`src/hw/ptm_pkg.sv`:
```
// Package of register map, field layout and reset values for the paired timer
package ptm_pkg;

  localparam int unsigned DataWidth = 32;
  localparam int unsigned AddrWidth = 8;

  // Register byte offsets, one aligned word each
  localparam logic [7:0] EvenControlAddr = 8'h00;
  localparam logic [7:0] OddControlAddr  = 8'h04;
  localparam logic [7:0] PeriodLowAddr   = 8'h08;
  localparam logic [7:0] PeriodHighAddr  = 8'h0C;
  localparam logic [7:0] CountLowAddr    = 8'h10;
  localparam logic [7:0] CountHighAddr   = 8'h14;
  localparam logic [7:0] StatusAddr      = 8'h18;
  localparam logic [7:0] IrqControlAddr  = 8'h1C;

  // Control register fields
  localparam int unsigned TimerOnBit      = 15;
  localparam int unsigned GatedAccBit     = 6;
  localparam int unsigned PrescaleLsb     = 4;
  localparam int unsigned PrescaleWidth   = 2;
  localparam int unsigned Pair32Bit       = 3;
  localparam int unsigned ClockSourceBit  = 1;
  localparam logic [15:0] ControlMask     = 16'h807A;

  // Status register fields: bit0 even flag, bit1 odd flag
  localparam int unsigned EvenFlagBit     = 0;
  localparam int unsigned OddFlagBit      = 1;

  // Interrupt control fields: enables and priorities
  localparam int unsigned EvenIeBit       = 0;
  localparam int unsigned OddIeBit        = 1;
  localparam int unsigned EvenIpLsb       = 4;
  localparam int unsigned OddIpLsb        = 8;
  localparam int unsigned PriorityWidth   = 3;

  localparam logic [15:0] ControlReset    = 16'h0000;
  localparam logic [15:0] PeriodReset     = 16'hFFFF;
  localparam logic [15:0] CountReset      = 16'h0000;

  // Prescale ratios 1, 8, 64, 256 as terminal counts
  localparam logic [7:0] PrescaleDiv1     = 8'h00;
  localparam logic [7:0] PrescaleDiv8     = 8'h07;
  localparam logic [7:0] PrescaleDiv64    = 8'h3F;
  localparam logic [7:0] PrescaleDiv256   = 8'hFF;

  typedef enum logic [1:0] {
    PTM_MODE_TIMER16 = 2'b00,
    PTM_MODE_TIMER32 = 2'b01,
    PTM_MODE_COUNT32 = 2'b10,
    PTM_MODE_COUNT16 = 2'b11
  } ptm_mode_type;

endpackage : ptm_pkg

```
`src/hw/ptm_tick_gen.sv`:
```
// Prescaler and input qualifier producing count ticks for one timer
`timescale 1ns/10ps
`default_nettype none

module ptm_tick_gen (
  input  wire logic       clk,
  input  wire logic       rst,
  input  wire logic       enable,
  input  wire logic       clockSource,
  input  wire logic       gatedAccumulate,
  input  wire logic [1:0] prescaleSelect,
  input  wire logic       extClock,
  input  wire logic       gateIn,
  output logic            tick
);

  logic [7:0] divCount;
  logic [7:0] divLimit;
  logic       extClockLast;
  logic       rawEvent;
  logic       gateOk;

  always_comb begin
    case (prescaleSelect)
      2'd0:    divLimit = ptm_pkg::PrescaleDiv1;
      2'd1:    divLimit = ptm_pkg::PrescaleDiv8;
      2'd2:    divLimit = ptm_pkg::PrescaleDiv64;
      default: divLimit = ptm_pkg::PrescaleDiv256;
    endcase
  end

  // Rising edge of sampled external clock counts; gate only in timer mode
  assign rawEvent = clockSource ? (extClock & ~extClockLast) : 1'b1;
  assign gateOk   = gatedAccumulate & ~clockSource ? gateIn : 1'b1;

  always_ff @(posedge clk) begin
    if (rst) begin
      extClockLast <= 1'b0;
    end else begin
      extClockLast <= extClock;
    end
  end

  always_ff @(posedge clk) begin
    if (rst || !enable) begin
      divCount <= 8'h00;
    end else if (rawEvent && gateOk) begin
      divCount <= (divCount >= divLimit) ? 8'h00 : divCount + 8'h01;
    end
  end

  assign tick = enable && rawEvent && gateOk && (divCount >= divLimit);

endmodule : ptm_tick_gen

`default_nettype wire

```
`src/hw/ptm_counter16.sv`:
```
// One 16-bit count stage with load and clear; the period compare is done in the top
`timescale 1ns/10ps
`default_nettype none

module ptm_counter16 #(
  parameter int unsigned Width = 16
) (
  input  wire logic             clk,
  input  wire logic             rst,
  input  wire logic             advance,
  input  wire logic             clear,
  input  wire logic             load,
  input  wire logic [Width-1:0] loadValue,
  output logic      [Width-1:0] count
);

  always_ff @(posedge clk) begin
    if (rst) begin
      count <= '0;
    end else if (load) begin
      count <= loadValue;
    end else if (advance) begin
      count <= clear ? '0 : count + 1'b1;
    end
  end

endmodule : ptm_counter16

`default_nettype wire

```
`src/hw/paired_timer_32bit.sv`:
```
// Top of a timer pair: APB registers, 16/32-bit mode steering and flags
//
// The register offsets and the APB interface to the registers are this design's own decisions.
`timescale 1ns/10ps
`default_nettype none

// What this block does
// - Pair runs as two 16-bit timers, one 32-bit timer or 32-bit counter
// - Independent 16-bit timers support all 16-bit modes except asynchronous counting
// - Timers keep running in idle and sleep; no low-power stop input
// - In 32-bit mode a 32-bit count to period match raises the interrupt
// - Only this first pair's timers drive the capture/compare time base
// - Only the first pair in 32-bit mode produces the ADC trigger
// - Each 16-bit timer works as synchronous timer or synchronous counter
// - In 32-bit mode even timer holds low word, odd holds high word
// - In 32-bit mode odd control bits are ignored; even control rules
// - In 32-bit mode clock and gate come from the even inputs
// - 32-bit interrupt uses odd flag, odd enable and odd 3-bit priority
// - In 32-bit mode prescale comes from even prescale_select
// - 32-bit period is period_high above period_low
// - Running 32-bit count reads as count_high above count_low
module paired_timer_32bit #(
  parameter bit FirstPair = 1'b1
) (
  input  wire logic        clk,
  input  wire logic        rst,
  input  wire logic        psel,
  input  wire logic        penable,
  input  wire logic        pwrite,
  input  wire logic [7:0]  paddr,
  input  wire logic [31:0] pwdata,
  output logic      [31:0] prdata,
  output logic             pready,
  output logic             pslverr,
  input  wire logic        evenClockIn,
  input  wire logic        evenGateIn,
  input  wire logic        oddClockIn,
  input  wire logic        oddGateIn,
  output logic             evenIrq,
  output logic             oddIrq,
  output logic [2:0]       evenIrqPriority,
  output logic [2:0]       oddIrqPriority,
  output logic             evenTimeBase,
  output logic             oddTimeBase,
  output logic             adcTrigger
);

  ////////////////////////////////////////////////////////////////////////////
  // Registers

  logic [15:0] evenControl;
  logic [15:0] oddControl;
  logic [15:0] periodLow;
  logic [15:0] periodHigh;
  logic [1:0]  flags;
  logic [15:0] irqControl;
  logic [15:0] countLow;
  logic [15:0] countHigh;

  logic        wrEn;
  logic        rdEn;
  logic        addrOk;

  assign pready  = 1'b1;
  assign addrOk  = (paddr[1:0] == 2'b00) && (paddr <= ptm_pkg::IrqControlAddr);
  assign pslverr = psel && penable && !addrOk;
  assign wrEn    = psel && penable && pwrite && addrOk;
  assign rdEn    = psel && !penable && !pwrite;

  always_ff @(posedge clk) begin
    if (rst) begin
      evenControl <= ptm_pkg::ControlReset;
      oddControl  <= ptm_pkg::ControlReset;
      periodLow   <= ptm_pkg::PeriodReset;
      periodHigh  <= ptm_pkg::PeriodReset;
      irqControl  <= 16'h0000;
    end else if (wrEn) begin
      case (paddr)
        ptm_pkg::EvenControlAddr: evenControl <= pwdata[15:0] & ptm_pkg::ControlMask;
        ptm_pkg::OddControlAddr:  oddControl  <= pwdata[15:0] & ptm_pkg::ControlMask;
        ptm_pkg::PeriodLowAddr:   periodLow   <= pwdata[15:0];
        ptm_pkg::PeriodHighAddr:  periodHigh  <= pwdata[15:0];
        ptm_pkg::IrqControlAddr:  irqControl  <= pwdata[15:0] & 16'h0773;
        default: ;
      endcase
    end
  end

  ////////////////////////////////////////////////////////////////////////////
  // Mode steering

  logic       pair32;
  logic       evenOn;
  logic       oddOn;
  logic       oddCs;
  logic       oddGate;
  logic [1:0] oddPs;
  logic       oddClk;
  logic       oddGateSel;
  ptm_pkg::ptm_mode_type mode;

  assign pair32     = evenControl[ptm_pkg::Pair32Bit];
  assign evenOn     = evenControl[ptm_pkg::TimerOnBit];
  assign mode       = pair32 ? (evenControl[ptm_pkg::ClockSourceBit] ? ptm_pkg::PTM_MODE_COUNT32
                                                                     : ptm_pkg::PTM_MODE_TIMER32)
                             : ptm_pkg::PTM_MODE_TIMER16;
  // Odd control ignored in 32-bit mode
  assign oddOn      = pair32 ? 1'b0 : oddControl[ptm_pkg::TimerOnBit];
  assign oddCs      = oddControl[ptm_pkg::ClockSourceBit];
  assign oddGate    = oddControl[ptm_pkg::GatedAccBit];
  assign oddPs      = oddControl[ptm_pkg::PrescaleLsb +: ptm_pkg::PrescaleWidth];
  assign oddClk     = oddClockIn;
  assign oddGateSel = oddGateIn;

  ////////////////////////////////////////////////////////////////////////////
  // Tick generation; no sleep input, so counting never stops for low power

  logic evenTick;
  logic oddTick;

  ptm_tick_gen u_even_tick (
    .clk             (clk),
    .rst             (rst),
    .enable          (evenOn),
    .clockSource     (evenControl[ptm_pkg::ClockSourceBit]),
    .gatedAccumulate (evenControl[ptm_pkg::GatedAccBit]),
    .prescaleSelect  (evenControl[ptm_pkg::PrescaleLsb +: ptm_pkg::PrescaleWidth]),
    .extClock        (evenClockIn),
    .gateIn          (evenGateIn),
    .tick            (evenTick)
  );

  // Synchronous sampling only: no asynchronous counter path
  ptm_tick_gen u_odd_tick (
    .clk             (clk),
    .rst             (rst),
    .enable          (oddOn),
    .clockSource     (oddCs),
    .gatedAccumulate (oddGate),
    .prescaleSelect  (oddPs),
    .extClock        (oddClk),
    .gateIn          (oddGateSel),
    .tick            (oddTick)
  );

  ////////////////////////////////////////////////////////////////////////////
  // Counters and match

  logic        evenMatch16;
  logic        oddMatch16;
  logic        match32;
  logic        evenAdvance;
  logic        evenClear;
  logic        oddAdvance;
  logic        oddClear;
  logic        loadLow;
  logic        loadHigh;

  assign evenMatch16 = (countLow == periodLow);
  assign oddMatch16  = (countHigh == periodHigh);
  assign match32     = {countHigh, countLow} == {periodHigh, periodLow};

  assign evenAdvance = evenTick;
  assign evenClear   = pair32 ? match32 : evenMatch16;
  // High word carries on low-word rollover in 32-bit mode
  assign oddAdvance  = pair32 ? (evenTick && (match32 || countLow == 16'hFFFF)) : oddTick;
  assign oddClear    = pair32 ? match32 : oddMatch16;

  assign loadLow  = wrEn && (paddr == ptm_pkg::CountLowAddr);
  assign loadHigh = wrEn && (paddr == ptm_pkg::CountHighAddr);

  ptm_counter16 #(
    .Width (16)
  ) u_low (
    .clk       (clk),
    .rst       (rst),
    .advance   (evenAdvance),
    .clear     (evenClear),
    .load      (loadLow),
    .loadValue (pwdata[15:0]),
    .count     (countLow)
  );

  ptm_counter16 #(
    .Width (16)
  ) u_high (
    .clk       (clk),
    .rst       (rst),
    .advance   (oddAdvance),
    .clear     (oddClear),
    .load      (loadHigh),
    .loadValue (pwdata[15:0]),
    .count     (countHigh)
  );

  ////////////////////////////////////////////////////////////////////////////
  // Flags: set wins over software clear (write one to clear)

  logic evenEvent;
  logic oddEvent;
  logic [1:0] clrMask;

  assign evenEvent = !pair32 && evenTick && evenMatch16;
  assign oddEvent  = pair32 ? (evenTick && match32) : (oddTick && oddMatch16);
  assign clrMask   = (wrEn && paddr == ptm_pkg::StatusAddr) ? pwdata[1:0] : 2'b00;

  always_ff @(posedge clk) begin
    if (rst) begin
      flags <= 2'b00;
    end else begin
      flags[ptm_pkg::EvenFlagBit] <= evenEvent || (flags[ptm_pkg::EvenFlagBit] && !clrMask[0]);
      flags[ptm_pkg::OddFlagBit]  <= oddEvent  || (flags[ptm_pkg::OddFlagBit]  && !clrMask[1]);
    end
  end

  always_ff @(posedge clk) begin
    if (rst) begin
      evenIrq         <= 1'b0;
      oddIrq          <= 1'b0;
      evenIrqPriority <= 3'd0;
      oddIrqPriority  <= 3'd0;
      evenTimeBase    <= 1'b0;
      oddTimeBase     <= 1'b0;
      adcTrigger      <= 1'b0;
    end else begin
      evenIrq         <= flags[ptm_pkg::EvenFlagBit] && irqControl[ptm_pkg::EvenIeBit];
      oddIrq          <= flags[ptm_pkg::OddFlagBit] && irqControl[ptm_pkg::OddIeBit];
      evenIrqPriority <= irqControl[ptm_pkg::EvenIpLsb +: ptm_pkg::PriorityWidth];
      oddIrqPriority  <= irqControl[ptm_pkg::OddIpLsb +: ptm_pkg::PriorityWidth];
      evenTimeBase    <= FirstPair && (pair32 ? oddEvent : evenEvent);
      oddTimeBase     <= FirstPair && oddEvent;
      adcTrigger      <= FirstPair && pair32 && oddEvent;
    end
  end

  ////////////////////////////////////////////////////////////////////////////
  // Read data, registered in setup cycle

  always_ff @(posedge clk) begin
    if (rst) begin
      prdata <= 32'h0000_0000;
    end else if (rdEn) begin
      case (paddr)
        ptm_pkg::EvenControlAddr: prdata <= {16'h0000, evenControl};
        ptm_pkg::OddControlAddr:  prdata <= {16'h0000, oddControl};
        ptm_pkg::PeriodLowAddr:   prdata <= {16'h0000, periodLow};
        ptm_pkg::PeriodHighAddr:  prdata <= {16'h0000, periodHigh};
        ptm_pkg::CountLowAddr:    prdata <= {16'h0000, countLow};
        ptm_pkg::CountHighAddr:   prdata <= {16'h0000, countHigh};
        ptm_pkg::StatusAddr:      prdata <= {28'h000_0000, mode, flags};
        ptm_pkg::IrqControlAddr:  prdata <= {16'h0000, irqControl};
        default:                  prdata <= 32'h0000_0000;
      endcase
    end
  end

endmodule : paired_timer_32bit

`default_nettype wire

```
`config.mk`:
```
export PLATFORM = sky130hd
export DESIGN_NAME = paired_timer_32bit
export DESIGN_NICKNAME = d
export VERILOG_FILES = /design/src/hw/ptm_pkg.sv /design/src/hw/ptm_tick_gen.sv /design/src/hw/ptm_counter16.sv /design/src/hw/paired_timer_32bit.sv
export SDC_FILE = /design/constraint.sdc
export NUM_CORES = 1
export LEC_CHECK = 0
export ABC_CLOCK_PERIOD_IN_PS = 2600
export BUFFER_PORTS_ARGS = -buffer_cell sky130_fd_sc_hd__buf_4
export CORE_AREA = 2 2 120 122
export DETAILED_ROUTE_END_ITERATION = 10
export DIE_AREA = 0 0 122 124
export PLACE_DENSITY = 0.75
export SETUP_SLACK_MARGIN = 0.4
export SLEW_MARGIN = 20
export SYNTH_ARGS = -nofsm -noshare
export SYNTH_HDL_FRONTEND = slang
export SYNTH_SLANG_ARGS = --single-unit
```
`constraint.sdc`:
```
create_clock -name clk -period 2.6 [get_ports clk]
set_clock_uncertainty 0.15 [all_clocks]
set_input_delay 0.13 -clock clk [delete_from_list [all_inputs] [get_ports clk]]
set_output_delay 0.13 -clock clk [all_outputs]
set_load 0.01 [all_outputs]
```
# Word level (Yosys, flattened, before mapping)
# Index checks and enable logic that the tools add are counted.
# Widths: inputs -> output; s select.
dict set report totals {
  regBits 147
  in_bits 49
  out_inout_bits 45
  word_cells 126
}
dict set report op_classes {
  n_addsub 4
  magnitude_cmp 3
  eq_ne 15
  mux 24
  bitwise_logic 8
  n_reduce_logical 52
}
# operator n
set op_table {}
lappend op_table {{$pmux 16 s8} 1}
lappend op_table {{$mux 16} 6}
lappend op_table {{$pmux 8 s3} 2}
lappend op_table {{$add 16x1->16 const B} 2}
lappend op_table {{$eq 16x16->1} 2}
lappend op_table {{$eq 32x32->1} 1}
lappend op_table {{$eq 8x5->1 const B} 4}
lappend op_table {{$logic_and 1x1->1} 28}
lappend op_table {{$add 8x1->8 const B} 2}
lappend op_table {{$eq 16x16->1 const B} 1}
lappend op_table {{$eq 8x4->1 const B} 2}
lappend op_table {{$ge 8x8->1} 2}
lappend op_table {{$mux 8} 2}
lappend op_table {{$mux 1} 10}
lappend op_table {{$reduce_and 2->1} 5}
lappend op_table {{$eq 8x3->1 const B} 1}
lappend op_table {{$le 8x5->1 const B} 1}
lappend op_table {{$logic_not 1->1} 8}
lappend op_table {{$logic_not 8->1} 1}
lappend op_table {{$logic_not 2->1} 3}
lappend op_table {{$mux 2} 3}
lappend op_table {{$logic_or 1x1->1} 5}
lappend op_table {{$and 1x1->1} 4}
lappend op_table {{$eq 2x1->1 const B} 2}
lappend op_table {{other kinds (3)} 8}

# Longest topological paths before layout
dict set report depth {
  ltp_word 10
  depth_mapped 10
  depth_no_buf 9
}

# Cells and area by module
# From an unflattened synthesis, not the netlist that was laid out.
dict set report hier_totals {
  hier_cells 832
  hier_area_um2 7210.7
}
# mod n_inst cells_each area_per_inst_um2 seq_area_each_um2
set by_module_without_submodules {}
lappend by_module_without_submodules {paired_timer_32bit 1 472 3985.1 1621.6}
lappend by_module_without_submodules {ptm_counter16 2 115 932.1 320.3}
lappend by_module_without_submodules {ptm_tick_gen 2 65 680.7 180.2}

# Least setup slack after synthesis
# OpenSTA, ideal clock, no wires.
dict set report synth_timing {
  path_kind {flip-flop to flip-flop}
  startpoint {register oddControl[4]}
  endpoint {register u_high.count[10]}
  setup_time_ns 0.072
  t_arrival_ns 2.417
  t_required_ns 2.378
  setup_slack_ns -0.039
  stages_incl_launch_ff 11
  path_buffers 1
  period_less_slack_ns 2.639
  path_cell_list {dfxtp_1 or2_1 inv_1 ha_1 o21ai_0 a211oi_1 o41ai_1 a21oi_1 a311oi_4 buf_6 mux2i_1}
}
dict set report synth_via {
  elab_chain_len 6
  word_cells_on_any_way 8
  classes_between {1 x order compare; 2 x eq/ne; 2 x mux; 3 x reduce/logical}
}
# item line
set synth_rtl {}
lappend synth_rtl {{from (decl)} paired_timer_32bit.sv:52} ;# logic [15:0] oddControl;
lappend synth_rtl {{from (signal assigned)} paired_timer_32bit.sv:73} ;# oddControl <= ptm_pkg::ControlReset;
lappend synth_rtl {{from (signal assigned)} paired_timer_32bit.sv:80} ;# ptm_pkg::OddControlAddr: oddControl <= pwdata[15:0] & ptm_pkg::ControlMask;
lappend synth_rtl {{$eq 2x2->1, or another cell as far along} ptm_tick_gen.sv:24} ;# case (prescaleSelect)
lappend synth_rtl {{$pmux 8 s3 (*)} ptm_tick_gen.sv:24}
lappend synth_rtl {{$ge 8x8->1 (*)} ptm_tick_gen.sv:52} ;# assign tick = enable && rawEvent && gateOk && (divCount >= divLimit);
lappend synth_rtl {{$logic_and 1x1->1 (*)} ptm_tick_gen.sv:52}
lappend synth_rtl {{$mux 1 (*)} paired_timer_32bit.sv:166} ;# assign oddAdvance = pair32 ? (evenTick && (match32 || countLow == 16'hFFFF)) : oddTick;
lappend synth_rtl {{$reduce_bool 2->1 (no line) (*)} --}
lappend synth_rtl {{to (signal assigned)} ptm_counter16.sv:21} ;# count <= loadValue;
lappend synth_rtl {{to (signal assigned)} ptm_counter16.sv:23} ;# count <= clear ? '0 : count + 1'b1;
lappend synth_rtl {{to (decl)} ptm_counter16.sv:14} ;# output logic [Width-1:0] count
# Mark *: on every way between the ends. The rest lies on a longest branch, timed or not.
# A chain may end at the register's enable or synchronous reset.

# Worst setup path in the final report
dict set report layout_timing {
  startpoint {register oddControl[4]}
  endpoint {register u_high.count[0]}
}
# Same word-level chain as after synthesis.

==> results.md <==
* Layout cells sized above 1 at 0.266
* Max-slew violations at 0
* Area post-placement at 0.00785 mm^2
* Remaining Overflow, GRT at 0
* Sequential area share after synthesis at 0.371
* Tmin final at 2580 ps
* Seq pwr share at 0.421
* Clock buffer depth at 2
* Worst setup SP type: flip-flop
* Syn_area_per_cell at 8.60 um^2
* Met3 Use GR at 0.0614
* CTS buffer count at 17
* Top cell type's share of synthesized area at 0.371
* DRT Pass-1 Iters at 7
* Number of synthesized register bits at 131
* Dpl ws at -50.6 ps
* Flop-to-flop setup slack at 20 ps
* CTS tree: built
* Ys Warns at 0
* Met1 GRT Util at 0.407
* Synth area leaders: dfxtp_1 37%, mux2i_1 7.6%, xnor2_1 6.1%, nand2_1 5.2%, nor2_1 3.0%
* Initial antenna violation count at 0
* Via count at 7060
* Vias in the first global route at 6139
* Global-route usage over all layers at 0.299
* Clock root cell: clkbuf_16
* Top Usage Layer GRT: met2
* Largest net degree at the start of global routing at 64
* VDD IR-drop max at 0.448 mV
* Core area at 0.0137 mm^2
* CP endpoint kind: flip-flop
* Switching Share at 0.232
* Die H at 124 um
* Worst Path Arrival at 2780 ps
* Final WS setup at 18.8 ps
* Hold Fails Final Rpt at 0
* EDFF count, synth at 0
* Type of the tightest min-delay check: in2reg
* Post-DP HPWL at 14500 um
* Drt wl/cell at 20.9 um
* Initial Utilization at 0.516
* Final WL at 23500 um
* Clock share of power at 0.524
* Max Cap Viol at 0
* Commonest cells post-synth: 131 x dfxtp_1, 98 x nand2_1, 57 x nor2_1, 54 x mux2i_1, 49 x xnor2_1
* Critical path class: reg2reg
* ANT cells at 0
* Final setup viols at 0
* Req. time, crit path at 2800 ps
* CTS H-tree lvls at 4
* Net Sw Power at 1.12 mW
* Pwr dens at 525 mW/mm^2
* Distinct cell type count after synthesis at 68
* Placement Rows at 43
* Area Growth Syn to Fin at 30.1%
* Fin crit share at 0.993
* Final instance area at 0.00921 mm^2
* Remaining DRCs at 0
* Worst Tran Pin Value at 759 ps
* Post-synth top area cell: dfxtp_1
* Most frequent cell after synthesis: dfxtp_1
* Fin Setup TNS at 0 ps
* I/O pins at 94
* RSZ-0062 raised after global routing: true
* Crit path max fanout at 8
* Post-synthesis cell area at 0.00707 mm^2
* Post-Syn Instances at 823
* Fill cells at 1032
* Clk Latency, worst-skew pair at 430 ps
* ANT nets after route at 0
* Combinational share of power at 0.054
* Max_slew headroom at 0.494
* Die area at 0.0151 mm^2
* Synth async-reset ratio at 0
* Vias per inst at 6.26
* Leak at 3.65 nW
* First-pass GRT wire length at 34200 um
* Prevailing post-synth register cell: dfxtp_1
* RePlAce Congestion at 0.897
* Total clock sinks at 131
* Nets at 994
* Status: completed
* M2 GR Usage at 0.465
* F_max at 387 MHz
* Die width at 122 um
* Clock transition at path regs at 60 ps
* Port buffer count at 60
* Internal at 3.71 mW
* DR iter-0 viols at 1107
final timing paths:
kind	from	to	cells past startpoint
worst max-delay path	oddControl[4]	u_high.count[0]	11
worst min-delay path	pwrite	prdata[1]	4
worst max register to register	oddControl[4]	u_high.count[0]	11
worst min register to register	irqControl[10]	oddIrqPriority[2]	1
logic make-up after synthesis:
family | after synthesis | share of synthesized area
compound gates | 170 | 0.172
xor+xnor | 62 | 0.0768
fa+ha+maj | 10 | 0.0177
buf+inv | 89 | 0.0658
flops | 131 | 0.371
mux | 55 | 0.0780
other cells | 2 | 0.00106
simple gates | 304 | 0.218
timing repair:
action | CTS | global route
cloned | 1 | 3
pin swaps | 17 | 22
hold buffers | 19 | 0
buffers inserted | 6 | 11
endpoints found under the hold margin | 87 | 0
resized for setup | 26 | 65
endpoints found under the setup margin | 43 | 44
per-stage QoR:
step           hold WS [ps]   util  std cells  total power [mW]
2_1_floorplan           104      -        838              2.20
3_3_place_gp            202  0.572       1056              2.31
3_5_place_dp            219  0.572       1056              2.31
4_1_cts                58.6  0.642       1114              4.83
5_1_grt                85.4  0.671       1128              4.94
6_report               76.7  0.671       1128              4.84
cell usage in the layout (no fill, tap or decap), types with 20 or more instances in the layout:
cell / instances
nand3_1: 42
mux2i_1: 54
o21ai_0: 26
buf_4: 122
nor2_1: 49
a22oi_1: 20
a21oi_1: 21
xnor2_1: 48
dfxtp_1: 120
nand2_1: 95
worst max-delay path, cell delays in order, from the launching register on:
cell and delay [ps]:
dfxtp_2 320, or2_4 250, inv_2 70, ha_4 200, o21ai_2 160, a211oi_2 50
o41ai_2 430, a21oi_2 140, a311oi_4 230, buf_6 160, buf_12 140, mux2i_1 210
power groups by stage:
stage | combinational (mW) | sequential (mW) | clock, mW
CTS | 0.251 | 2.04 | 2.54
floorplan | 0.111 | 2.09 | 0
global route | 0.274 | 2.04 | 2.63
detailed placement | 0.226 | 2.08 | 0
finish | 0.262 | 2.04 | 2.54
global placement | 0.224 | 2.08 | 0
state kept, by name (all words and copies together) (netlist names), 6 cells and up:
signal                cells
oddControl                6
irqControl                8
u_odd_tick.divCount       8
evenControl               6
u_low.count              16
periodHigh               16
periodLow                16
u_even_tick.divCount      8
u_high.count             16
prdata                   16
area by class of cell:
cell class                 count  area, um^2  area share
multi-input combinational    620        4360       0.474
tap                          180         225      0.0245
timing repair buffer         155        1320       0.143
clock buffer                  20         467      0.0507
sequential                   131        2640       0.287
clock inverter                12         153      0.0166
inverter                      10        37.5     0.00408
layer usage:
metal,share of wire,wire length (um)
met4,0.035,813
met5,0,0
met2,0.46,10700
met1,0.40,9410
met3,0.11,2560
Note: power is estimated with default switching activity, not from simulation.
